<file path="src/temp_sensor_pkg.sv">
// Constants of the two-channel temperature sensor conversion controller.
// Assumes a 10 MHz system clock and a command-byte register port fed by an SMBus framer.

package temp_sensor_pkg;

    // ==========================================================
    // Command codes
    localparam logic [7:0] RD_LOCAL_HB    = 8'h00;
    localparam logic [7:0] RD_REMOTE_HB   = 8'h01;
    localparam logic [7:0] RD_STATUS      = 8'h02;
    localparam logic [7:0] RD_CONFIG      = 8'h03;
    localparam logic [7:0] RD_RATE        = 8'h04;
    localparam logic [7:0] RD_LOCAL_HIGH  = 8'h05;
    localparam logic [7:0] RD_LOCAL_LOW   = 8'h06;
    localparam logic [7:0] RD_REMOTE_HIGH = 8'h07;
    localparam logic [7:0] RD_REMOTE_LOW  = 8'h08;
    localparam logic [7:0] WR_CONFIG      = 8'h09;
    localparam logic [7:0] WR_RATE        = 8'h0A;
    localparam logic [7:0] WR_LOCAL_HIGH  = 8'h0B;
    localparam logic [7:0] WR_LOCAL_LOW   = 8'h0C;
    localparam logic [7:0] WR_REMOTE_HIGH = 8'h0D;
    localparam logic [7:0] WR_REMOTE_LOW  = 8'h0E;
    localparam logic [7:0] WR_ONE_SHOT    = 8'h0F;
    localparam logic [7:0] RD_REMOTE_LB   = 8'h10;
    localparam logic [7:0] RW_REM_HIGH_LB = 8'h13;
    localparam logic [7:0] RW_REM_LOW_LB  = 8'h14;
    localparam logic [7:0] RW_REMOTE_CRIT = 8'h19;
    localparam logic [7:0] RW_LOCAL_CRIT  = 8'h20;
    localparam logic [7:0] RD_LOCAL_LB    = 8'h22;

    // ==========================================================
    // Field positions
    localparam int CFG_ALERT_MASK  = 7;
    localparam int CFG_STANDBY     = 6;
    localparam int CFG_REMOTE_CRITICAL_FLAG_MASK  = 4;
    localparam int CFG_LOCAL_CRITICAL_FLAG_MASK  = 2;
    localparam int CFG_FAULT_QUEUE = 0;
    localparam logic [7:0] CFG_DEFINED = 8'hD5;
    localparam int ST_BUSY  = 7;
    localparam int ST_LHIGH = 6;
    localparam int ST_LLOW  = 5;
    localparam int ST_RHIGH = 4;
    localparam int ST_RLOW  = 3;
    localparam int ST_OPEN  = 2;
    localparam int ST_REMOTE_CRITICAL_FLAG = 1;
    localparam int ST_LOCAL_CRITICAL_FLAG = 0;

    // ==========================================================
    // Values after reset
    localparam logic [7:0] CONFIG_RESET     = 8'h00;
    localparam logic [3:0] RATE_RESET       = 4'h8;
    localparam logic [3:0] RATE_MAX         = 4'h9;
    localparam logic [7:0] HIGH_LIMIT_RESET = 8'h46;
    localparam logic [7:0] LOW_LIMIT_RESET  = 8'h00;
    localparam logic [7:0] CRIT_RESET       = 8'h55;
    localparam logic [7:0] ONE_SHOT_READ    = 8'hFF;
    localparam logic [1:0] QUEUE_DEPTH      = 2'h3;

    // ==========================================================
    // Timing
    localparam int CLK_HZ          = 10_000_000;
    localparam int CONV_TIME_MS    = 38;
    localparam int CONV_CYCLES     = CONV_TIME_MS * (CLK_HZ / 1000);
    // Slowest rate, code 00h, is one conversion per 16 s
    localparam int SLOW_PERIOD_MS  = 16_000;
    localparam longint SLOW_CYCLES = longint'(SLOW_PERIOD_MS) * (CLK_HZ / 1000);

    typedef enum logic [1:0] {IDLE, CONVERT, COMMIT} conv_state_e;

endpackage : temp_sensor_pkg

</file>
<file path="src/temp_sensor_conversion_control.sv">
// Conversion sequencing, limit checking and register file of the sensor.
// Assumes the SMBus framer hands over decoded command-byte accesses as one-cycle
// requests on clk, and the converter front end presents samples on clk.

`timescale 1ns/10ps

module temp_sensor_conversion_control #(
    parameter int          CONV_CYCLES = temp_sensor_pkg::CONV_CYCLES,
    parameter logic [27:0] SLOW_CYCLES = 28'(temp_sensor_pkg::SLOW_CYCLES)
)(
    input  wire logic        clk,
    input  wire logic        rst,
    input  wire logic [7:0]  cmd_code,
    input  wire logic        wr_req,
    input  wire logic [7:0]  wr_data,
    input  wire logic        rd_req,
    output logic      [7:0]  rd_data,
    output logic             rd_valid,
    input  wire logic [10:0] local_sample,
    input  wire logic [10:0] remote_sample,
    input  wire logic        diode_open,
    output logic             alert_output,
    output logic             critical_output,
    output logic             converting
);

    // ==========================================================
    // Registers
    logic [7:0]  device_configuration;
    logic [3:0]  conversion_interval;
    logic [7:0]  local_high, local_low, local_crit, remote_crit;
    logic [7:0]  remote_high_hb, remote_low_hb;
    logic [2:0]  remote_high_lb, remote_low_lb;
    logic [10:0] local_temp, remote_temp;
    logic [6:0]  flags;
    logic [1:0]  queue_count [3];
    logic [27:0] interval_count;
    logic [18:0] conv_count;
    logic        one_shot_pending;
    temp_sensor_pkg::conv_state_e state, next_state;

    // ==========================================================
    // Register port decode
    wire wr_config   = wr_req && cmd_code == temp_sensor_pkg::WR_CONFIG;
    wire wr_rate     = wr_req && cmd_code == temp_sensor_pkg::WR_RATE;
    wire wr_lhigh    = wr_req && cmd_code == temp_sensor_pkg::WR_LOCAL_HIGH;
    wire wr_llow     = wr_req && cmd_code == temp_sensor_pkg::WR_LOCAL_LOW;
    wire wr_rhigh    = wr_req && cmd_code == temp_sensor_pkg::WR_REMOTE_HIGH;
    wire wr_rlow     = wr_req && cmd_code == temp_sensor_pkg::WR_REMOTE_LOW;
    wire wr_rhigh_lb = wr_req && cmd_code == temp_sensor_pkg::RW_REM_HIGH_LB;
    wire wr_rlow_lb  = wr_req && cmd_code == temp_sensor_pkg::RW_REM_LOW_LB;
    wire wr_remote_critical_flag    = wr_req && cmd_code == temp_sensor_pkg::RW_REMOTE_CRIT;
    wire wr_local_critical_flag    = wr_req && cmd_code == temp_sensor_pkg::RW_LOCAL_CRIT;
    // Data byte of a one-shot write is not looked at
    wire wr_one_shot = wr_req && cmd_code == temp_sensor_pkg::WR_ONE_SHOT;
    wire rd_status   = rd_req && cmd_code == temp_sensor_pkg::RD_STATUS;

    wire standby     = device_configuration[temp_sensor_pkg::CFG_STANDBY];
    wire conv_done   = state == temp_sensor_pkg::CONVERT
                       && conv_count == 19'(CONV_CYCLES - 1);
    wire interval_up = interval_count == 28'h0000000;
    // Out-of-range rate codes run at the fastest defined rate
    wire [3:0] rate_code = (conversion_interval > temp_sensor_pkg::RATE_MAX)
                           ? temp_sensor_pkg::RATE_MAX : conversion_interval;
    wire [27:0] interval_period = SLOW_CYCLES >> rate_code;
    wire start_run   = !standby && interval_up;
    wire start_conv  = state == temp_sensor_pkg::IDLE && (start_run || one_shot_pending);

    // ==========================================================
    // Limit comparison, all signed against eighth-degree readings
    wire signed [10:0] loc  = local_sample;
    wire signed [10:0] rem  = remote_sample;
    wire signed [10:0] lim_lhigh = {local_high, 3'h0};
    wire signed [10:0] lim_llow  = {local_low, 3'h0};
    wire signed [10:0] lim_local_critical_flag = {local_crit, 3'h0};
    wire signed [10:0] lim_remote_critical_flag = {remote_crit, 3'h0};
    wire signed [10:0] lim_rhigh = {remote_high_hb, remote_high_lb};
    wire signed [10:0] lim_rlow  = {remote_low_hb, remote_low_lb};
    wire cmp_lhigh = loc > lim_lhigh;
    wire cmp_llow  = loc < lim_llow;
    wire cmp_local_critical_flag = loc > lim_local_critical_flag;
    wire [2:0] cmp_remote = {rem > lim_rhigh, rem < lim_rlow, rem > lim_remote_critical_flag};
    wire [1:0] queue_need = device_configuration[temp_sensor_pkg::CFG_FAULT_QUEUE]
                            ? temp_sensor_pkg::QUEUE_DEPTH : 2'h1;
    wire [2:0] remote_hit;

    // Consecutive-fault counters per remote condition, reset by an in-limit reading
    genvar g;
    generate
        for (g = 0; g < 3; g++)
        begin : g_queue
            wire [1:0] next_count = cmp_remote[g]
                ? ((queue_count[g] == temp_sensor_pkg::QUEUE_DEPTH)
                   ? queue_count[g] : queue_count[g] + 2'h1)
                : 2'h0;
            assign remote_hit[g] = next_count >= queue_need;
            always_ff @(posedge clk or posedge rst)
            begin
                if (rst)
                    queue_count[g] <= 2'h0;
                else if (conv_done)
                    queue_count[g] <= next_count;
            end
        end
    endgenerate

    // Order follows status bits 6..0: lhigh llow rhigh rlow open remote_critical_flag local_critical_flag
    wire [6:0] new_flags = {cmp_lhigh, cmp_llow, remote_hit[2], remote_hit[1],
                            diode_open, remote_hit[0], cmp_local_critical_flag};
    // Status read clears latched flags; a fresh hit in the same cycle wins
    wire [6:0] next_flags = (rd_status ? 7'h00 : flags) | (conv_done ? new_flags : 7'h00);
    wire [7:0] status_flags = {state != temp_sensor_pkg::IDLE, flags};

    // ==========================================================
    // Conversion sequencer
    always_comb
    begin
        next_state = state;
        unique case (state)
            temp_sensor_pkg::IDLE:    if (start_conv) next_state = temp_sensor_pkg::CONVERT;
            temp_sensor_pkg::CONVERT: if (conv_done) next_state = temp_sensor_pkg::COMMIT;
            temp_sensor_pkg::COMMIT:  next_state = temp_sensor_pkg::IDLE;
            default:                  next_state = temp_sensor_pkg::IDLE;
        endcase
    end

    always_ff @(posedge clk or posedge rst)
    begin
        if (rst)
            state <= temp_sensor_pkg::IDLE;
        else
            state <= next_state;
    end

    always_ff @(posedge clk or posedge rst)
    begin
        if (rst)
            conv_count <= 19'h00000;
        else if (state != temp_sensor_pkg::CONVERT)
            conv_count <= 19'h00000;
        else
            conv_count <= conv_count + 19'h00001;
    end

    // Interval timer idles in standby so only one-shot conversions run there
    always_ff @(posedge clk or posedge rst)
    begin
        if (rst)
            interval_count <= 28'h0000000;
        else if (standby)
            interval_count <= 28'h0000000;
        else if (start_conv)
            interval_count <= interval_period - 28'h0000001;
        else if (!interval_up)
            interval_count <= interval_count - 28'h0000001;
    end

    // A one-shot written in standby is remembered until its conversion starts, so one request runs once
    always_ff @(posedge clk or posedge rst)
    begin
        if (rst)
            one_shot_pending <= 1'b0;
        else if (wr_one_shot && standby)
            one_shot_pending <= 1'b1;
        else if (start_conv)
            one_shot_pending <= 1'b0;
    end

    // ==========================================================
    // Result and flag commit
    always_ff @(posedge clk or posedge rst)
    begin
        if (rst)
        begin
            local_temp  <= 11'h000;
            remote_temp <= 11'h000;
        end
        else if (conv_done)
        begin
            local_temp  <= local_sample;
            remote_temp <= remote_sample;
        end
    end

    always_ff @(posedge clk or posedge rst)
    begin
        if (rst)
            flags <= 7'h00;
        else
            flags <= next_flags;
    end

    // ==========================================================
    // Writable registers; writes accepted in any mode
    always_ff @(posedge clk or posedge rst)
    begin
        if (rst)
        begin
            device_configuration <= temp_sensor_pkg::CONFIG_RESET;
            conversion_interval  <= temp_sensor_pkg::RATE_RESET;
        end
        else
        begin
            if (wr_config)
                device_configuration <= wr_data & temp_sensor_pkg::CFG_DEFINED;
            if (wr_rate)
                conversion_interval <= wr_data[3:0];
        end
    end

    always_ff @(posedge clk or posedge rst)
    begin
        if (rst)
        begin
            local_high     <= temp_sensor_pkg::HIGH_LIMIT_RESET;
            local_low      <= temp_sensor_pkg::LOW_LIMIT_RESET;
            remote_high_hb <= temp_sensor_pkg::HIGH_LIMIT_RESET;
            remote_low_hb  <= temp_sensor_pkg::LOW_LIMIT_RESET;
            remote_high_lb <= 3'h0;
            remote_low_lb  <= 3'h0;
            local_crit     <= temp_sensor_pkg::CRIT_RESET;
            remote_crit    <= temp_sensor_pkg::CRIT_RESET;
        end
        else
        begin
            if (wr_lhigh)    local_high     <= wr_data;
            if (wr_llow)     local_low      <= wr_data;
            if (wr_rhigh)    remote_high_hb <= wr_data;
            if (wr_rlow)     remote_low_hb  <= wr_data;
            if (wr_rhigh_lb) remote_high_lb <= wr_data[7:5];
            if (wr_rlow_lb)  remote_low_lb  <= wr_data[7:5];
            if (wr_remote_critical_flag)    remote_crit    <= wr_data;
            if (wr_local_critical_flag)    local_crit     <= wr_data;
        end
    end

    // ==========================================================
    // Read mux; unmapped codes read zero
    logic [7:0] read_mux;
    always_comb
    begin
        read_mux = 8'h00;
        unique case (cmd_code)
            temp_sensor_pkg::RD_LOCAL_HB:    read_mux = local_temp[10:3];
            temp_sensor_pkg::RD_REMOTE_HB:   read_mux = remote_temp[10:3];
            temp_sensor_pkg::RD_LOCAL_LB:    read_mux = {local_temp[2:0], 5'h00};
            temp_sensor_pkg::RD_REMOTE_LB:   read_mux = {remote_temp[2:0], 5'h00};
            temp_sensor_pkg::RD_STATUS:      read_mux = status_flags;
            temp_sensor_pkg::RD_CONFIG:      read_mux = device_configuration;
            temp_sensor_pkg::RD_RATE:        read_mux = {4'h0, conversion_interval};
            temp_sensor_pkg::RD_LOCAL_HIGH:  read_mux = local_high;
            temp_sensor_pkg::RD_LOCAL_LOW:   read_mux = local_low;
            temp_sensor_pkg::RD_REMOTE_HIGH: read_mux = remote_high_hb;
            temp_sensor_pkg::RD_REMOTE_LOW:  read_mux = remote_low_hb;
            temp_sensor_pkg::RW_REM_HIGH_LB: read_mux = {remote_high_lb, 5'h00};
            temp_sensor_pkg::RW_REM_LOW_LB:  read_mux = {remote_low_lb, 5'h00};
            temp_sensor_pkg::RW_REMOTE_CRIT: read_mux = remote_crit;
            temp_sensor_pkg::RW_LOCAL_CRIT:  read_mux = local_crit;
            temp_sensor_pkg::WR_ONE_SHOT:    read_mux = temp_sensor_pkg::ONE_SHOT_READ;
            default:                         read_mux = 8'h00;
        endcase
    end

    always_ff @(posedge clk or posedge rst)
    begin
        if (rst)
        begin
            rd_data  <= 8'h00;
            rd_valid <= 1'b0;
        end
        else
        begin
            rd_valid <= rd_req;
            if (rd_req)
                rd_data <= read_mux;
        end
    end

    // ==========================================================
    // Outputs; open-diode and busy never raise the alert
    wire alert_cause = |{flags[6:3], flags[1:0]};
    wire crit_cause  = (flags[temp_sensor_pkg::ST_REMOTE_CRITICAL_FLAG]
                        && !device_configuration[temp_sensor_pkg::CFG_REMOTE_CRITICAL_FLAG_MASK])
                     || (flags[temp_sensor_pkg::ST_LOCAL_CRITICAL_FLAG]
                        && !device_configuration[temp_sensor_pkg::CFG_LOCAL_CRITICAL_FLAG_MASK]);

    always_ff @(posedge clk or posedge rst)
    begin
        if (rst)
        begin
            alert_output    <= 1'b0;
            critical_output <= 1'b0;
        end
        else
        begin
            alert_output <= alert_cause
                && !device_configuration[temp_sensor_pkg::CFG_ALERT_MASK];
            critical_output <= crit_cause;
        end
    end

    assign converting = status_flags[temp_sensor_pkg::ST_BUSY];

    // ==========================================================
    // Checks
    a_standby_idle: assert property (@(posedge clk) disable iff (rst)
        standby && !one_shot_pending && state == temp_sensor_pkg::IDLE
        |=> state == temp_sensor_pkg::IDLE)
        else $error("conversion started in standby without one-shot");

    a_run_restart: assert property (@(posedge clk) disable iff (rst)
        !standby && interval_up && state == temp_sensor_pkg::IDLE
        && !wr_config |=> state == temp_sensor_pkg::CONVERT)
        else $error("free run did not start conversion");

    a_busy_span: assert property (@(posedge clk) disable iff (rst)
        $rose(state == temp_sensor_pkg::CONVERT)
        |-> converting [*8])
        else $error("busy dropped early");

    a_result_store: assert property (@(posedge clk) disable iff (rst)
        conv_done |=> local_temp == $past(local_sample)
                      && remote_temp == $past(remote_sample))
        else $error("results not stored at conversion end");

    a_alert_mask: assert property (@(posedge clk) disable iff (rst)
        device_configuration[temp_sensor_pkg::CFG_ALERT_MASK] |=> !alert_output)
        else $error("alert not masked");

    a_crit_mask: assert property (@(posedge clk) disable iff (rst)
        device_configuration[temp_sensor_pkg::CFG_REMOTE_CRITICAL_FLAG_MASK]
        && device_configuration[temp_sensor_pkg::CFG_LOCAL_CRITICAL_FLAG_MASK] |=> !critical_output)
        else $error("critical output not masked");

    a_queue_single: assert property (@(posedge clk) disable iff (rst)
        conv_done && !device_configuration[temp_sensor_pkg::CFG_FAULT_QUEUE]
        && cmp_remote[2] |=> flags[temp_sensor_pkg::ST_RHIGH])
        else $error("remote high not flagged on single fault");

    a_config_read: assert property (@(posedge clk) disable iff (rst)
        rd_req && cmd_code == temp_sensor_pkg::RD_CONFIG
        |=> rd_valid && rd_data == $past(device_configuration))
        else $error("configuration read wrong");

    a_low_byte: assert property (@(posedge clk) disable iff (rst)
        rd_req && cmd_code == temp_sensor_pkg::RD_REMOTE_LB |=> rd_data[4:0] == 5'h00)
        else $error("remote low byte low bits not zero");

    a_undef_zero: assert property (@(posedge clk) disable iff (rst)
        (device_configuration & ~temp_sensor_pkg::CFG_DEFINED) == 8'h00)
        else $error("undefined configuration bits set");

    c_one_shot: cover property (@(posedge clk) disable iff (rst)
        standby && start_conv);
    c_queue_three: cover property (@(posedge clk) disable iff (rst)
        conv_done && device_configuration[0] && remote_hit[2]);
    c_alert_clear: cover property (@(posedge clk) disable iff (rst)
        alert_output ##1 rd_status ##[1:20] !alert_output);

endmodule : temp_sensor_conversion_control

</file>
<file path="config.mk">
export PLATFORM = sky130hd
export DESIGN_NAME = temp_sensor_conversion_control
export DESIGN_NICKNAME = d
export VERILOG_FILES = /design/src/temp_sensor_pkg.sv /design/src/temp_sensor_conversion_control.sv
export SDC_FILE = /design/constraint.sdc
export NUM_CORES = 1
export LEC_CHECK = 0
export CAP_MARGIN = 5
export CORE_UTILIZATION = 55
export CTS_CLUSTER_SIZE = 30
export DETAILED_ROUTE_END_ITERATION = 10
export DONT_BUFFER_PORTS = 1
export GPL_TIMING_DRIVEN = 0
export PLACE_DENSITY = 0.69
export SYNTH_ARGS = -nofsm -noshare
export SYNTH_HDL_FRONTEND = slang
export SYNTH_SLANG_ARGS = --single-unit
</file>
<file path="constraint.sdc">
create_clock -name clk -period 5.18 [get_ports clk]
set_input_delay 0.777 -clock clk [delete_from_list [all_inputs] [get_ports clk]]
set_output_delay 0.777 -clock clk [all_outputs]
set_load 0.01 [all_outputs]
</file>
# Yosys cells after proc, flatten, opt, wreduce, memory -nomap -nowiden
# Index checks and enable logic that the tools add are counted.
dict set report totals {
  reg_bits 159
  in_bits 43
  output_inout_bits 12
  elab_cells 124
}
dict set report op_classes {
  addsub 6
  order_cmp 10
  eq_ne 30
  shifts 1
  mux 20
  n_bitwise 1
  reduce_logical 32
}
# operator n
set op_table {}
lappend op_table {{case mux 8 bit (16 select lines)} 1}
lappend op_table {{two-way mux 28 bit} 3}
lappend op_table {{== test 8 x 4 -> 1 bit, second input constant} 8}
lappend op_table {{subtractor 28 x 1 -> 28 bit, second input constant} 2}
lappend op_table {{> comparator 11 bit} 4}
lappend op_table {{== test 8 x 3 -> 1 bit, second input constant} 4}
lappend op_table {{== test 8 x 5 -> 1 bit, second input constant} 4}
lappend op_table {{logical NOT 28 bit} 1}
lappend op_table {{>> shifter 28 x 4 -> 28 bit, first input constant} 1}
lappend op_table {{less-than comparator 11 bit} 2}
lappend op_table {{adder 19 x 1 -> 19 bit, second input constant} 1}
lappend op_table {{== test 19 bit, second input constant} 1}
lappend op_table {{logical AND 1 bit} 19}
lappend op_table {{two-way mux 19 bit} 1}
lappend op_table {{two-way mux 2 bit} 9}
lappend op_table {{== test 8 x 2 -> 1 bit, second input constant} 2}
lappend op_table {{== test 8 x 6 -> 1 bit, second input constant} 2}
lappend op_table {{two-way mux 7 bit} 2}
lappend op_table {{== test 8 x 1 -> 1 bit, second input constant} 1}
lappend op_table {{logical NOT 8 bit} 1}
lappend op_table {{bitwise OR 7 bit} 1}
lappend op_table {{adder 2 x 1 -> 2 bit, second input constant} 3}
lappend op_table {{== test 2 bit, second input constant} 3}
lappend op_table {{greater-or-equal comparator 2 bit} 3}
lappend op_table {{14 further kinds} 21}

# Longest topological paths before layout
# Gate-level depths: netlist of run 1.
dict set report depth {
  depth_word 6
  ltp_mapped 20
  ltp_nobuf 16
}

# Worst setup path after synthesis of run 1
# OpenSTA, ideal clock, no wires.
dict set report synth_path {
  kind {reg2reg}
  start {reg conversion_interval[3]}
  end {reg interval_count[23]}
  setup_time_ps 128
  arrival_ps 3844
  required_time_ps 5052
  path_slack_ps 1209
  stages_incl_launch_ff 17
  path_buffers 5
  synth_period_minus_slack_ps 3971
  cell_sequence {dfstp_2 -> buf_2 -> clkbuf_1 -> buf_2 -> buf_1 -> a21o_1 -> inv_1 -> ha_1 -> clkbuf_1 -> mux2i_1 -> o21ai_1 -> o2111a_1 -> o22ai_1 -> a41oi_2 -> nand2_2 -> a2111oi_4 -> mux2_1}
}
dict set report synth_via {
  elab_chain_cells 6
}
# element line
set synth_lines {}
lappend synth_lines {{start, declared} temp_sensor_conversion_control.sv:30} ;# logic [3:0] conversion_interval;
lappend synth_lines {{start signal, assigned} temp_sensor_conversion_control.sv:200} ;# conversion_interval <= temp_sensor_pkg::RATE_RESET;
lappend synth_lines {{start signal, assigned} temp_sensor_conversion_control.sv:207} ;# conversion_interval <= wr_data[3:0];
lappend synth_lines {{> comparator 4 bit} temp_sensor_conversion_control.sv:63} ;# wire [3:0] rate_code = (conversion_interval > temp_sensor_pkg::RATE_MAX)
lappend synth_lines {{two-way mux 4 bit (*)} temp_sensor_conversion_control.sv:64} ;# ? temp_sensor_pkg::RATE_MAX : conversion_interval;
lappend synth_lines {{>> shifter 28 x 4 -> 28 bit (*)} temp_sensor_conversion_control.sv:65} ;# wire [27:0] interval_period = SLOW_CYCLES >> rate_code;
lappend synth_lines {{subtractor 28 x 1 -> 28 bit (*)} temp_sensor_conversion_control.sv:153} ;# interval_count <= interval_period - 28'h0000001;
lappend synth_lines {{two-way mux 28 bit (*)} temp_sensor_conversion_control.sv:152} ;# else if (start_conv)
lappend synth_lines {{two-way mux 28 bit (*)} temp_sensor_conversion_control.sv:150} ;# else if (standby)
lappend synth_lines {{end signal, assigned} temp_sensor_conversion_control.sv:153}
lappend synth_lines {{end signal, assigned} temp_sensor_conversion_control.sv:155} ;# interval_count <= interval_count - 28'h0000001;
lappend synth_lines {{end, declared} temp_sensor_conversion_control.sv:37} ;# logic [27:0] interval_count;
# Mark *: on every way between the ends. The rest lies on a longest branch, timed or not.
# A chain may end at the register's enable or synchronous reset.

# Final worst setup path of run 1
dict set report layout_path {
  start {reg conversion_interval[3]}
  end {reg interval_count[27]}
}
# The elaborated chain is that of the path after synthesis.

==> impl_metrics.json, run 1 <==
{
  "drt_drc_violations_left": 0,
  "final_common_cell": "sky130_fd_sc_hd__nand2_1",
  "clk_pin_slew_ns": 0.07,
  "initial_core_util_pct": 56.3,
  "floorplan.die.width_um": 140,
  "top_achievable_clock_speed_ghz": 0.203,
  "hold_path_class": "input port to async pin",
  "wl_on_met1_um": 13300,
  "start_kind": "flop",
  "gpl.final_weighted_congestion": 1.07,
  "leak_nw": 4.98,
  "die_area_um2": 19700,
  "cts_tree": "yes",
  "fin_hold_ws_ns": 0.139,
  "report.final.hold_viol_count": 0,
  "setup_viol_count_final": 0,
  "buffers_on_ports": 0,
  "numPlacedInstances": 1448,
  "floorplan.rows": 50,
  "synth_ff_type": "sky130_fd_sc_hd__dfrtp_1",
  "syn-num-nets": 1321,
  "critical_path_data_arrival_time_ns": 5.23,
  "switching_power_total_mw": 1.33,
  "power-per-cell-area_nw_per_um2": 346,
  "syn-mean-instance-area_um2": 8.68,
  "rrSetupSlack_ns": 0.26,
  "grt.total_usage_pct": 35.5,
  "final_cell_mix": "sky130_fd_sc_hd__nand2_1, sky130_fd_sc_hd__dfrtp_1, sky130_fd_sc_hd__nor2_1",
  "critPathKind": "flop to flop",
  "clock_tree.htree_level_count": 4,
  "max-clock-path-buffers": 2,
  "netlist_instances": 1213,
  "largest_net_degree_at_the_start_of_global_routing": 134,
  "tightestPinTransition_ns": 1.17,
  "synth_area_um2": 10500,
  "power.combinational.fraction_pct": 27.1,
  "synth_seq_area_share_pct": 38.0,
  "period_minus_slack_ns": 4.92,
  "critPathSlowestCell": "sky130_fd_sc_hd__o21ai_0",
  "critPathCapture": "interval_count[27]",
  "cts_hold_repair.buffers": 0,
  "cp-end-kind": "flop",
  "die_h_um": 140,
  "yosys_register_bits": 159,
  "routed_via_density": 6.43,
  "post_route_cells_drive_above_1_share_pct": 9.80,
  "detailroute.via_count": 9510,
  "totalWireLength_um": 33300,
  "drt_first_pass_iters": 6,
  "top_layer": "met5",
  "internal_power_mw": 2.64,
  "post_cts_resized": 0,
  "finalNonFillerCells": 1480,
  "synth-edff-count": 0,
  "power.share.sequential_pct": 38.9,
  "netlist-cell-type-count": 93,
  "route.antenna.remaining_nets": 0,
  "grt_pass1_wl_um": 52600,
  "final_total_power_mw": 3.97,
  "num-nets-final": 1340,
  "power.switching_fraction_pct": 33.5,
  "met2RoutedLength_um": 15400,
  "timing.critical_path.cells": "buf_2 > inv_1 > clkbuf_1 > clkbuf_1 > nand2_1 > inv_1 > ha_1 > clkbuf_1 > o21bai_1 > o21ai_0 > nor2_1 > o2111a_1 > o22ai_1 > a41oi_2 > nand2_2 > nor4_1 > mux2_1",
  "final.setup_skew_ns": 0.0160,
  "worst_ep_required_time_ns": 5.49,
  "worstSkewPairLatency_ns": 0.44,
  "cts_made_buffers": 17,
  "critPathMaxFanout": 10,
  "reg2regPathDepth": 17,
  "max-cap-violations": 0,
  "fraction_of_power_consumed_by_the_clock_network_pct": 34.0,
  "grt_antenna_before_repair": 2,
  "crit_path_start": "conversion_interval[3]",
  "post_cts_setup_buffer_count": 0,
  "cp_common_cell": "sky130_fd_sc_hd__clkbuf_1",
  "asyncSetResetFlopFracSynth_pct": 100,
  "number_of_slew_limit_violations_in_the_final_report": 0,
  "globalRouteOverflowTotal": 0,
  "layout.filler_cells": 1643,
  "core_um2": 18700,
  "grt_setup_unrepaired": "false",
  "yosys_warnings": 0,
  "max_slew_margin_pct": 21.5,
  "io-pin-count": 55,
  "clock_sink_count": 159,
  "final_clock_period_utilization_by_the_worst_path_pct": 95.0,
  "syn2layout_area_growth_pct": 9.02,
  "regToRegStartpoint": "conversion_interval[3]",
  "peakVddDrop_v": 0.000233,
  "number_of_global_route_vias_before_repair": 9226,
  "run_status": "complete, no violations",
  "detailed_place_hpwl_um": 24700,
  "initialDrtViolationCount": 977,
  "routed-wl-met3_um": 2670,
  "wl_per_cell_um": 22.5,
  "crit_path_max_incr_delay_ns": 0.63,
  "worstReg2RegEnd": "interval_count[27]",
  "clock_tree.root_cell": "sky130_fd_sc_hd__clkbuf_16"
}
[flip-flops by register name, indices dropped and copies added, names as in the netlist, 4 cells and up]
| register | cells |
|---|---|
| device_configuration | 5 |
| remote_low_hb | 8 |
| interval_count | 28 |
| local_low | 8 |
| remote_crit | 8 |
| conv_count | 19 |
| rd_data | 8 |
| flags | 7 |
| local_temp | 11 |
| queue_count | 6 |
| local_high | 8 |
| remote_temp | 11 |
| local_crit | 8 |
| remote_high_hb | 8 |
| conversion_interval | 4 |
[layout make-up]
| type | instances | area [µm²] | area share [%] |
|---|---|---|---|
| clock buffer | 22 | 474 | 4.13 |
| antenna | 1 | 2.50 | 0.0218 |
| clock inverter | 10 | 149 | 1.30 |
| sequential | 159 | 4000 | 34.8 |
| tap | 234 | 293 | 2.55 |
| timing repair buffer | 1 | 27.5 | 0.240 |
| multi-input combinational | 917 | 5970 | 52.0 |
| buffer | 57 | 267 | 2.32 |
| inverter | 79 | 304 | 2.65 |
[cells by family (layout without fill, tap and decap cells)]
group / after synthesis / after routing / synth area share (%)
AND/OR/NAND/NOR: 460 / 460 / 21.3
AO/OA/AOI/OAI: 304 / 304 / 19.3
flip-flops: 159 / 159 / 38.0
buffers and inverters: 137 / 169 / 5.38
adder cells (fa/ha/maj): 65 / 65 / 7.72
multiplexers: 51 / 51 / 5.28
XOR/XNOR: 37 / 37 / 3.08
other: 0 / 1 / 0
[stage by stage]
stage	util [%]	cell area, µm²	setup TNS (ns)	worst slack, ns
3_5_place_dp	58.1	10900	0	0.0908
4_1_cts	61.4	11500	0	0.0790
5_1_grt	61.4	11500	0	0.153
3_3_place_gp	57.9	10800	-245.24	-1.72
6_report	61.4	11500	0	0.259
2_1_floorplan	-	10500	0	0.136
[critical path, delay by kind of cell, from the launching register on]
kind	cells	cell delay [ns]
AO/OA/AOI/OAI	5	1.56
adder cells (fa/ha/maj)	1	0.16
buffers and inverters	6	1.75
flip-flops	1	0.35
multiplexers	1	0.33
AND/OR/NAND/NOR	4	0.64
[power groups by stage]
| stage | sequential [mW] | clock, mW | combinational [mW] |
|---|---|---|---|
| 6_report | 1.54 | 1.35 | 1.08 |
| 3_3_place_gp | 1.56 | 0 | 1.03 |
| 4_1_cts | 1.54 | 1.36 | 1.06 |
| 3_5_place_dp | 1.56 | 0 | 1.05 |
| 5_1_grt | 1.56 | 1.41 | 1.20 |
| 2_1_floorplan | 1.51 | 0 | 0.828 |
[worst min-delay path by stage]
| stage | end | slack [ns] |
|---|---|---|
| floorplan | alert_output | 0.42 |
| global placement | remote_temp[2] | 0.45 |
| detailed placement | alert_output | 0.46 |
| CTS | interval_count[9] | 0.14 |
| global route | interval_count[8] | 0.14 |
| finish | interval_count[12] | 0.14 |
[layer usage]
layer / track usage [%] / vias up
met2: 58.2 / 478
met5: 0 / -
met1: 44.3 / 4531
li1: - / 4364
met3: 7.49 / 135
met4: 18.2 / 2
[cells in the mapped netlist (4+ instances only)]
library cell               instances  share of area (%)
sky130_fd_sc_hd__o22ai_1          12               0.71
sky130_fd_sc_hd__o21ai_1           6               0.29
sky130_fd_sc_hd__o21ai_0          86                4.1
sky130_fd_sc_hd__nand3b_1          5               0.36
sky130_fd_sc_hd__a222oi_1          5               0.48
sky130_fd_sc_hd__clkbuf_1         40                1.4
sky130_fd_sc_hd__nor2_1          102                3.6
sky130_fd_sc_hd__nor2b_1          14               0.83
sky130_fd_sc_hd__nor3_1           30                1.4
sky130_fd_sc_hd__nand2_1         170                6.1
sky130_fd_sc_hd__a21o_1           16                1.1
sky130_fd_sc_hd__nand4_1          17                1.0
sky130_fd_sc_hd__a22o_1            9               0.75
sky130_fd_sc_hd__buf_1             4               0.14
sky130_fd_sc_hd__dfrtp_1         144                 34
sky130_fd_sc_hd__ha_1             65                7.7
sky130_fd_sc_hd__xnor2_1          17                1.4
sky130_fd_sc_hd__nor3b_1           5               0.36
sky130_fd_sc_hd__and3_1            8               0.48
sky130_fd_sc_hd__and2_1            6               0.36
sky130_fd_sc_hd__a31oi_1           6               0.36
sky130_fd_sc_hd__dfstp_2          15                3.7
sky130_fd_sc_hd__a211oi_1          6               0.43
sky130_fd_sc_hd__nand3_1          31                1.5
sky130_fd_sc_hd__nand2b_1         16               0.95
sky130_fd_sc_hd__mux2_2           33                3.5
sky130_fd_sc_hd__a21oi_1          55                2.6
sky130_fd_sc_hd__o211ai_1          4               0.29
sky130_fd_sc_hd__xor2_1           20                1.7
sky130_fd_sc_hd__o21a_1           20                1.4
sky130_fd_sc_hd__mux2i_1          15                1.4
sky130_fd_sc_hd__o31ai_1           5               0.36
sky130_fd_sc_hd__a22oi_1          23                1.6
sky130_fd_sc_hd__buf_2             7               0.33
sky130_fd_sc_hd__nor4_1           19                1.1
sky130_fd_sc_hd__a221oi_1          7               0.58
sky130_fd_sc_hd__or3_1             4               0.24
sky130_fd_sc_hd__inv_1            78                2.8
Note: power is estimated with default switching activity, not from simulation.
==> run 2: changes to the inputs <==
--- a/config.mk
+++ b/config.mk
@@ -11,7 +11,8 @@
 export DETAILED_ROUTE_END_ITERATION = 10
 export DONT_BUFFER_PORTS = 1
 export GPL_TIMING_DRIVEN = 0
-export PLACE_DENSITY = 0.69
+export MAX_ROUTING_LAYER = met4
+export PLACE_DENSITY = 0.73
 export SYNTH_ARGS = -nofsm -noshare
 export SYNTH_HDL_FRONTEND = slang
 export SYNTH_SLANG_ARGS = --single-unit
==> run 2 against run 1 <==
Against the previous run:
- worst setup slack better by 0.021 ns
- fmax is 0.43% higher
- global-route usage is 2.2 points higher
- clock-buffer cell count is 5 lower
- clock power is 5% lower
- clock skew is 0.0053 ns higher
- register-to-register slack better by 0.02 ns
- critical path depth is 1 lower
- sequential share of layout area is 0.072 points higher
- non-clock buffer count stayed put
- cell area is 0.21% lower
- sequential power hardly changed
- critical path type unchanged
- highest routed layer is now met4
==> impl_metrics.json, run 2 (synthesis gave the netlist of run 1 again) <==
{
  "run_status": "complete, no violations",
  "totalWireLength_um": 34900,
  "io-pin-count": 55,
  "largest_register_ffs": 28,
  "gpl.final_weighted_congestion": 0.993,
  "cts_hold_repair.buffers": 0,
  "timing.critical_path.cells": "buf_2 > clkbuf_1 > buf_2 > clkbuf_2 > a21o_1 > inv_1 > ha_1 > nand2_1 > a31oi_1 > nand2b_1 > nor3_1 > a2111oi_0 > o21ai_1 > nand2_2 > nor4_1 > mux2_1",
  "final.setup_skew_ns": 0.0212,
  "regToRegStartpoint": "conversion_interval[3]",
  "drt_drc_violations_left": 0,
  "globalRouteOverflowTotal": 0,
  "worstSkewPairLatency_ns": 0.45,
  "setup_viol_count_final": 0,
  "setup_ws_ns": 0.280,
  "hold_path_class": "input port to async pin",
  "fin_hold_ws_ns": 0.170,
  "rrSetupSlack_ns": 0.28,
  "post_route_cells_drive_above_1_share_pct": 10.0,
  "initialDrtViolationCount": 985,
  "final_clock_period_utilization_by_the_worst_path_pct": 94.6,
  "die_h_um": 140,
  "largest-register": "interval_count",
  "critPathSlowestCell": "sky130_fd_sc_hd__ha_1",
  "number_of_slew_limit_violations_in_the_final_report": 0,
  "tightestPinTransition_ns": 1.21,
  "gr-max-usage-layer": "met2",
  "num-nets-final": 1340,
  "critical_path_data_arrival_time_ns": 5.21,
  "max-cap-violations": 0,
  "floorplan.die.width_um": 140,
  "top_achievable_clock_speed_ghz": 0.204,
  "final_common_cell": "sky130_fd_sc_hd__nand2_1",
  "largest_net_degree_at_the_start_of_global_routing": 117,
  "routed_via_density": 6.50,
  "detailroute.via_count": 9623,
  "cts_made_buffers": 17,
  "seq_area_um2": 4000,
  "placement.setup.worst_slack_ns": 0.0348,
  "core_um2": 18700,
  "buffers_on_ports": 0,
  "cts_tree": "yes",
  "grt_setup_unrepaired": "false",
  "syn2layout_area_growth_pct": 8.79,
  "worstSetupPathDepth": 16,
  "largest_registers": "interval_count: 28 flops, conv_count: 19 flops",
  "cp_common_cell": "sky130_fd_sc_hd__buf_2",
  "post-route-util_pct": 61.3,
  "cp-end-kind": "flop",
  "floorplan.rows": 50,
  "multi_input_comb_area_um2": 5970,
  "grt_pass1_wl_um": 53100,
  "final.setup.tns_ns": 0,
  "crit_path_max_incr_delay_ns": 0.54,
  "critPathMaxFanout": 12,
  "report.final.hold_viol_count": 0,
  "globalRouteMet1Util_pct": 43.0,
  "layout.filler_cells": 1646,
  "power-per-cell-area_nw_per_um2": 342,
  "clk_pin_slew_ns": 0.07,
  "initial_core_util_pct": 56.3,
  "grt.total_usage_pct": 37.7,
  "detailed_place_hpwl_um": 26200,
  "start_kind": "flop",
  "die_area_um2": 19700,
  "crit_path_start": "conversion_interval[3]",
  "max_slew_margin_pct": 19.0,
  "grt_antenna_before_repair": 0,
  "globalRouteMet2Util_pct": 61.2,
  "worstReg2RegEnd": "interval_count[27]",
  "leak_nw": 4.96,
  "max-clock-path-buffers": 2,
  "reg2regPathDepth": 16,
  "critPathKind": "flop to flop",
  "peakVddDrop_v": 0.000261,
  "number_of_global_route_vias_before_repair": 9100,
  "wl_per_cell_um": 23.6,
  "drt_first_pass_iters": 5,
  "worst_ep_required_time_ns": 5.49,
  "clock_tree.htree_level_count": 4,
  "cp_num_buf_inv": 5,
  "period_minus_slack_ns": 4.90,
  "route.antenna.remaining_nets": 0,
  "clock_sink_count": 159,
  "critical_path.top_delay_family": "buffers and inverters",
  "clock_tree.root_cell": "sky130_fd_sc_hd__clkbuf_16",
  "final_cell_mix": "sky130_fd_sc_hd__nand2_1, sky130_fd_sc_hd__dfrtp_1, sky130_fd_sc_hd__nor2_1",
  "met3_usage_pct": 6.32
}
## run 2: cell types whose count changed in the layout (fill, tap and decap cells not counted), sizes merged
cell / before / now
clkinv: 3 / 6
clkinvlp: 1 / 3
bufinv: 3 / 1
inv: 82 / 84
clkbuf: 63 / 58
## run 2: worst max-delay path by stage
stage,end,slack [ns]
finish,interval_count[27],0.28
CTS,interval_count[27],0.01
global placement,local_low[5],-1.73
global route,interval_count[26],0.07
floorplan,alert_output,0.14
detailed placement,interval_count[27],0.03
## run 2: where the power goes
| group | internal [mW] | total, mW | switching, mW | leakage (nW) |
|---|---|---|---|---|
| Sequential | 1.38 | 1.55 | 0.166 | 1.83 |
| Combinational | 0.452 | 1.09 | 0.635 | 2.84 |
| Clock | 0.685 | 1.28 | 0.598 | 0.283 |
| Total | 2.52 | 3.92 | 1.40 | 4.96 |
## run 2: timing repair
| item | 4_1_cts | 5_1_grt |
|---|---|---|
| setup buffers | 0 | 0 |
| setup endpoints to repair | 0 | 4 |
| gates resized for setup | 0 | 1 |
## run 2: final cells by class
class                           count  area share (%)
Clock inverter                     15            1.51
Inverter                           79            2.65
Buffer                             57            2.34
Timing Repair Buffer                1           0.240
Antenna cell                        1          0.0218
Sequential cell                   159            34.9
Tap cell                          234            2.56
Multi-Input combinational cell    917            52.1
Clock buffer                       17            3.71
## run 2: metal layers
layer / vias to the layer above / routed length [µm]
li1: 4372 / -
met2: 481 / 16700
met1: 4618 / 13400
met3: 152 / 2270
met4: 0 / 2540
met5: - / 0
## run 2: metrics by stage
stage	area [µm²]	power, mW	cells
6_report	11500	3.92	1480
5_1_grt	11500	4.09	1479
4_1_cts	11500	3.90	1480
3_5_place_dp	10900	2.63	1448
3_3_place_gp	10800	2.62	1447
2_1_floorplan	10500	2.33	1213
==> run 3: changes to the inputs <==
--- a/config.mk
+++ b/config.mk
@@ -5,7 +5,6 @@
 export SDC_FILE = /design/constraint.sdc
 export NUM_CORES = 1
 export LEC_CHECK = 0
-export CAP_MARGIN = 5
 export CORE_UTILIZATION = 55
 export CTS_CLUSTER_SIZE = 30
 export DETAILED_ROUTE_END_ITERATION = 10
@@ -13,6 +12,7 @@
 export GPL_TIMING_DRIVEN = 0
 export MAX_ROUTING_LAYER = met4
 export PLACE_DENSITY = 0.73
+export REMOVE_ABC_BUFFERS = 1
 export SYNTH_ARGS = -nofsm -noshare
 export SYNTH_HDL_FRONTEND = slang
 export SYNTH_SLANG_ARGS = --single-unit
==> run 3 against run 2 <==
Against the previous run:
- die area unchanged
- total power down 0.81%
- fmax grew 1.1%
- sequential share of layout area grew 0.71 points
- worst setup slack better by 0.056 ns
- clock-buffer cell count did not move
- via count fell by 4.4%
- cell area shrank 2.0%
- clock skew down 0.013 ns
- core utilization shrank 1.2 points
- critical path depth shrank 2
- critical path type unchanged
- largest power group unchanged
==> impl_metrics.json, run 3 (synthesis gave the netlist of run 1 again) <==
{
  "gpl.final_weighted_congestion": 0.963,
  "wl_per_cell_um": 20.9,
  "grt.total_usage_pct": 32.2,
  "die_area_um2": 19700,
  "power.share.sequential_pct": 40.0,
  "hold_path_class": "input port to async pin",
  "worst_ep_required_time_ns": 5.46,
  "power-per-cell-area_nw_per_um2": 346,
  "floorplan.die.width_um": 140,
  "syn2layout_area_growth_pct": 6.62,
  "fraction_of_power_consumed_by_the_clock_network_pct": 33.5,
  "drt_first_pass_iters": 5,
  "final_cell_mix": "sky130_fd_sc_hd__nand2_1, sky130_fd_sc_hd__dfrtp_1, sky130_fd_sc_hd__nor2_1",
  "internal_power_mw": 2.56,
  "critPathMaxFanout": 49,
  "buffers_on_ports": 0,
  "layout.filler_cells": 1639,
  "fin_hold_ws_ns": 0.147,
  "globalRouteOverflowTotal": 0,
  "post_route_cells_drive_above_1_share_pct": 9.74,
  "worstSkewPairLatency_ns": 0.43,
  "top_achievable_clock_speed_ghz": 0.206,
  "largest_registers": "interval_count: 28 flops, conv_count: 19 flops",
  "start_kind": "flop",
  "route.antenna.remaining_nets": 0,
  "die_h_um": 140,
  "cts_hold_repair.buffers": 0,
  "critPathKind": "flop to flop",
  "num-nets-final": 1286,
  "tightestPinTransition_ns": 1.34,
  "drt_drc_violations_left": 0,
  "run_status": "complete, no violations",
  "clock_tree.htree_level_count": 4,
  "core_um2": 18700,
  "cts_tree": "yes",
  "final_common_cell": "sky130_fd_sc_hd__nand2_1",
  "cts_made_buffers": 17,
  "cp-end-kind": "flop",
  "number_of_global_route_vias_before_repair": 8612,
  "routed_via_density": 6.46,
  "finish.instance_area_um2": 11200,
  "period_minus_slack_ns": 4.84,
  "final_clock_period_utilization_by_the_worst_path_pct": 93.5,
  "post_cts_setup_buffer_count": 0,
  "post_cts_resized": 0,
  "area_after_detailed_placement_um2": 10600,
  "clock_tree.root_cell": "sky130_fd_sc_hd__clkbuf_16",
  "detailed_place_hpwl_um": 21600,
  "grt_antenna_before_repair": 0,
  "antenna_cells": 0,
  "number_of_slew_limit_violations_in_the_final_report": 0,
  "max_slew_margin_pct": 9.70,
  "max-cap-violations": 0,
  "placement.setup.worst_slack_ns": 0.480,
  "critical_path_data_arrival_time_ns": 5.13,
  "floorplan.rows": 50,
  "leak_nw": 4.87,
  "grt_pass1_wl_um": 47600,
  "grt_setup_unrepaired": "false",
  "largest-register": "interval_count",
  "initial_core_util_pct": 56.3,
  "power.switching_fraction_pct": 34.2,
  "final.setup_skew_ns": 0.00863,
  "report.final.hold_viol_count": 0,
  "power.combinational.fraction_pct": 26.5,
  "totalWireLength_um": 29700,
  "switching_power_total_mw": 1.33,
  "largest_register_ffs": 28,
  "peakVddDrop_v": 0.000274,
  "setup_viol_count_final": 0,
  "initialDrtViolationCount": 1120,
  "clk_pin_slew_ns": 0.07,
  "io-pin-count": 55,
  "max-clock-path-buffers": 2,
  "largest_net_degree_at_the_start_of_global_routing": 128,
  "clock_sink_count": 159,
  "setup_ws_ns": 0.336,
  "detailroute.via_count": 9200
}
## run 3: cell types whose count changed in the layout (fill, tap and decap cells not counted), sizes merged
cell / delta
clkbuf: -41
buf: -13
clkinvlp: -2
inv: +2
bufinv: +1
clkinv: -1
diode: -1
## run 3: layout make-up
cell class / instances / area [µm²] / share of cell area (%)
tap: 234 / 293 / 2.61
clock inverter: 15 / 173 / 1.54
inverter: 79 / 304 / 2.71
sequential: 159 / 4000 / 35.6
clock buffer: 17 / 425 / 3.79
timing repair buffer: 4 / 50.0 / 0.446
multi-input combinational: 917 / 5990 / 53.3
## run 3: final timing paths
kind,startpoint,to,slack [ns],cells after the start
min in group clk,rd_req,rd_valid,0.38,0
max reg2reg,interval_count[9],interval_count[22],0.34,14
min,rst,rd_data[7],0.15,1
max in group asynchronous,rst,interval_count[25],4.13,2
max,interval_count[9],interval_count[22],0.34,14
min reg2reg,local_temp[2],local_temp[2],0.47,2
## run 3: worst max-delay path, cell delays in order, from the launching register on
cell and delay [ns]:
sky130_fd_sc_hd__dfrtp_1 0.47, sky130_fd_sc_hd__nor4_1 0.56, sky130_fd_sc_hd__and4_2 0.39, sky130_fd_sc_hd__a21o_1 0.60
sky130_fd_sc_hd__nand2_4 0.47, sky130_fd_sc_hd__a21oi_1 0.30, sky130_fd_sc_hd__ha_1 0.24, sky130_fd_sc_hd__o21ai_0 0.15
sky130_fd_sc_hd__a211oi_2 0.26, sky130_fd_sc_hd__nand3_2 0.11, sky130_fd_sc_hd__o2bb2ai_2 0.21, sky130_fd_sc_hd__and3_4 0.22
sky130_fd_sc_hd__nor4_1 0.46, sky130_fd_sc_hd__xor2_1 0.19, sky130_fd_sc_hd__nor2_1 0.05
## run 3: power by group through the flow
stage	clock [mW]	sequential [mW]	combinational (mW)
floorplan	0	1.52	0.804
detailed placement	0	1.57	1.01
global route	1.38	1.57	1.14
CTS	1.31	1.55	1.01
finish	1.30	1.55	1.03
global placement	0	1.56	0.979
## run 3: through the flow
stage                     cells  utilization, %  power (mW)  setup TNS [ns]
after global routing       1425            60.0        4.09               0
after global placement     1389            56.4        2.54         -248.14
after floorplan            1155               -        2.32               0
after detailed placement   1393            56.8        2.57               0
final                      1425            60.0        3.89               0
after CTS                  1425            60.0        3.87               0
## run 3: metal layers
layer  GRT usage (%)  up-vias  wire, µm
li1                -     4256         -
met1            45.3     4470     13600
met2            45.3      427     12400
met3            9.26       47      3190
met4            7.63        0       537
met5               -        -         0
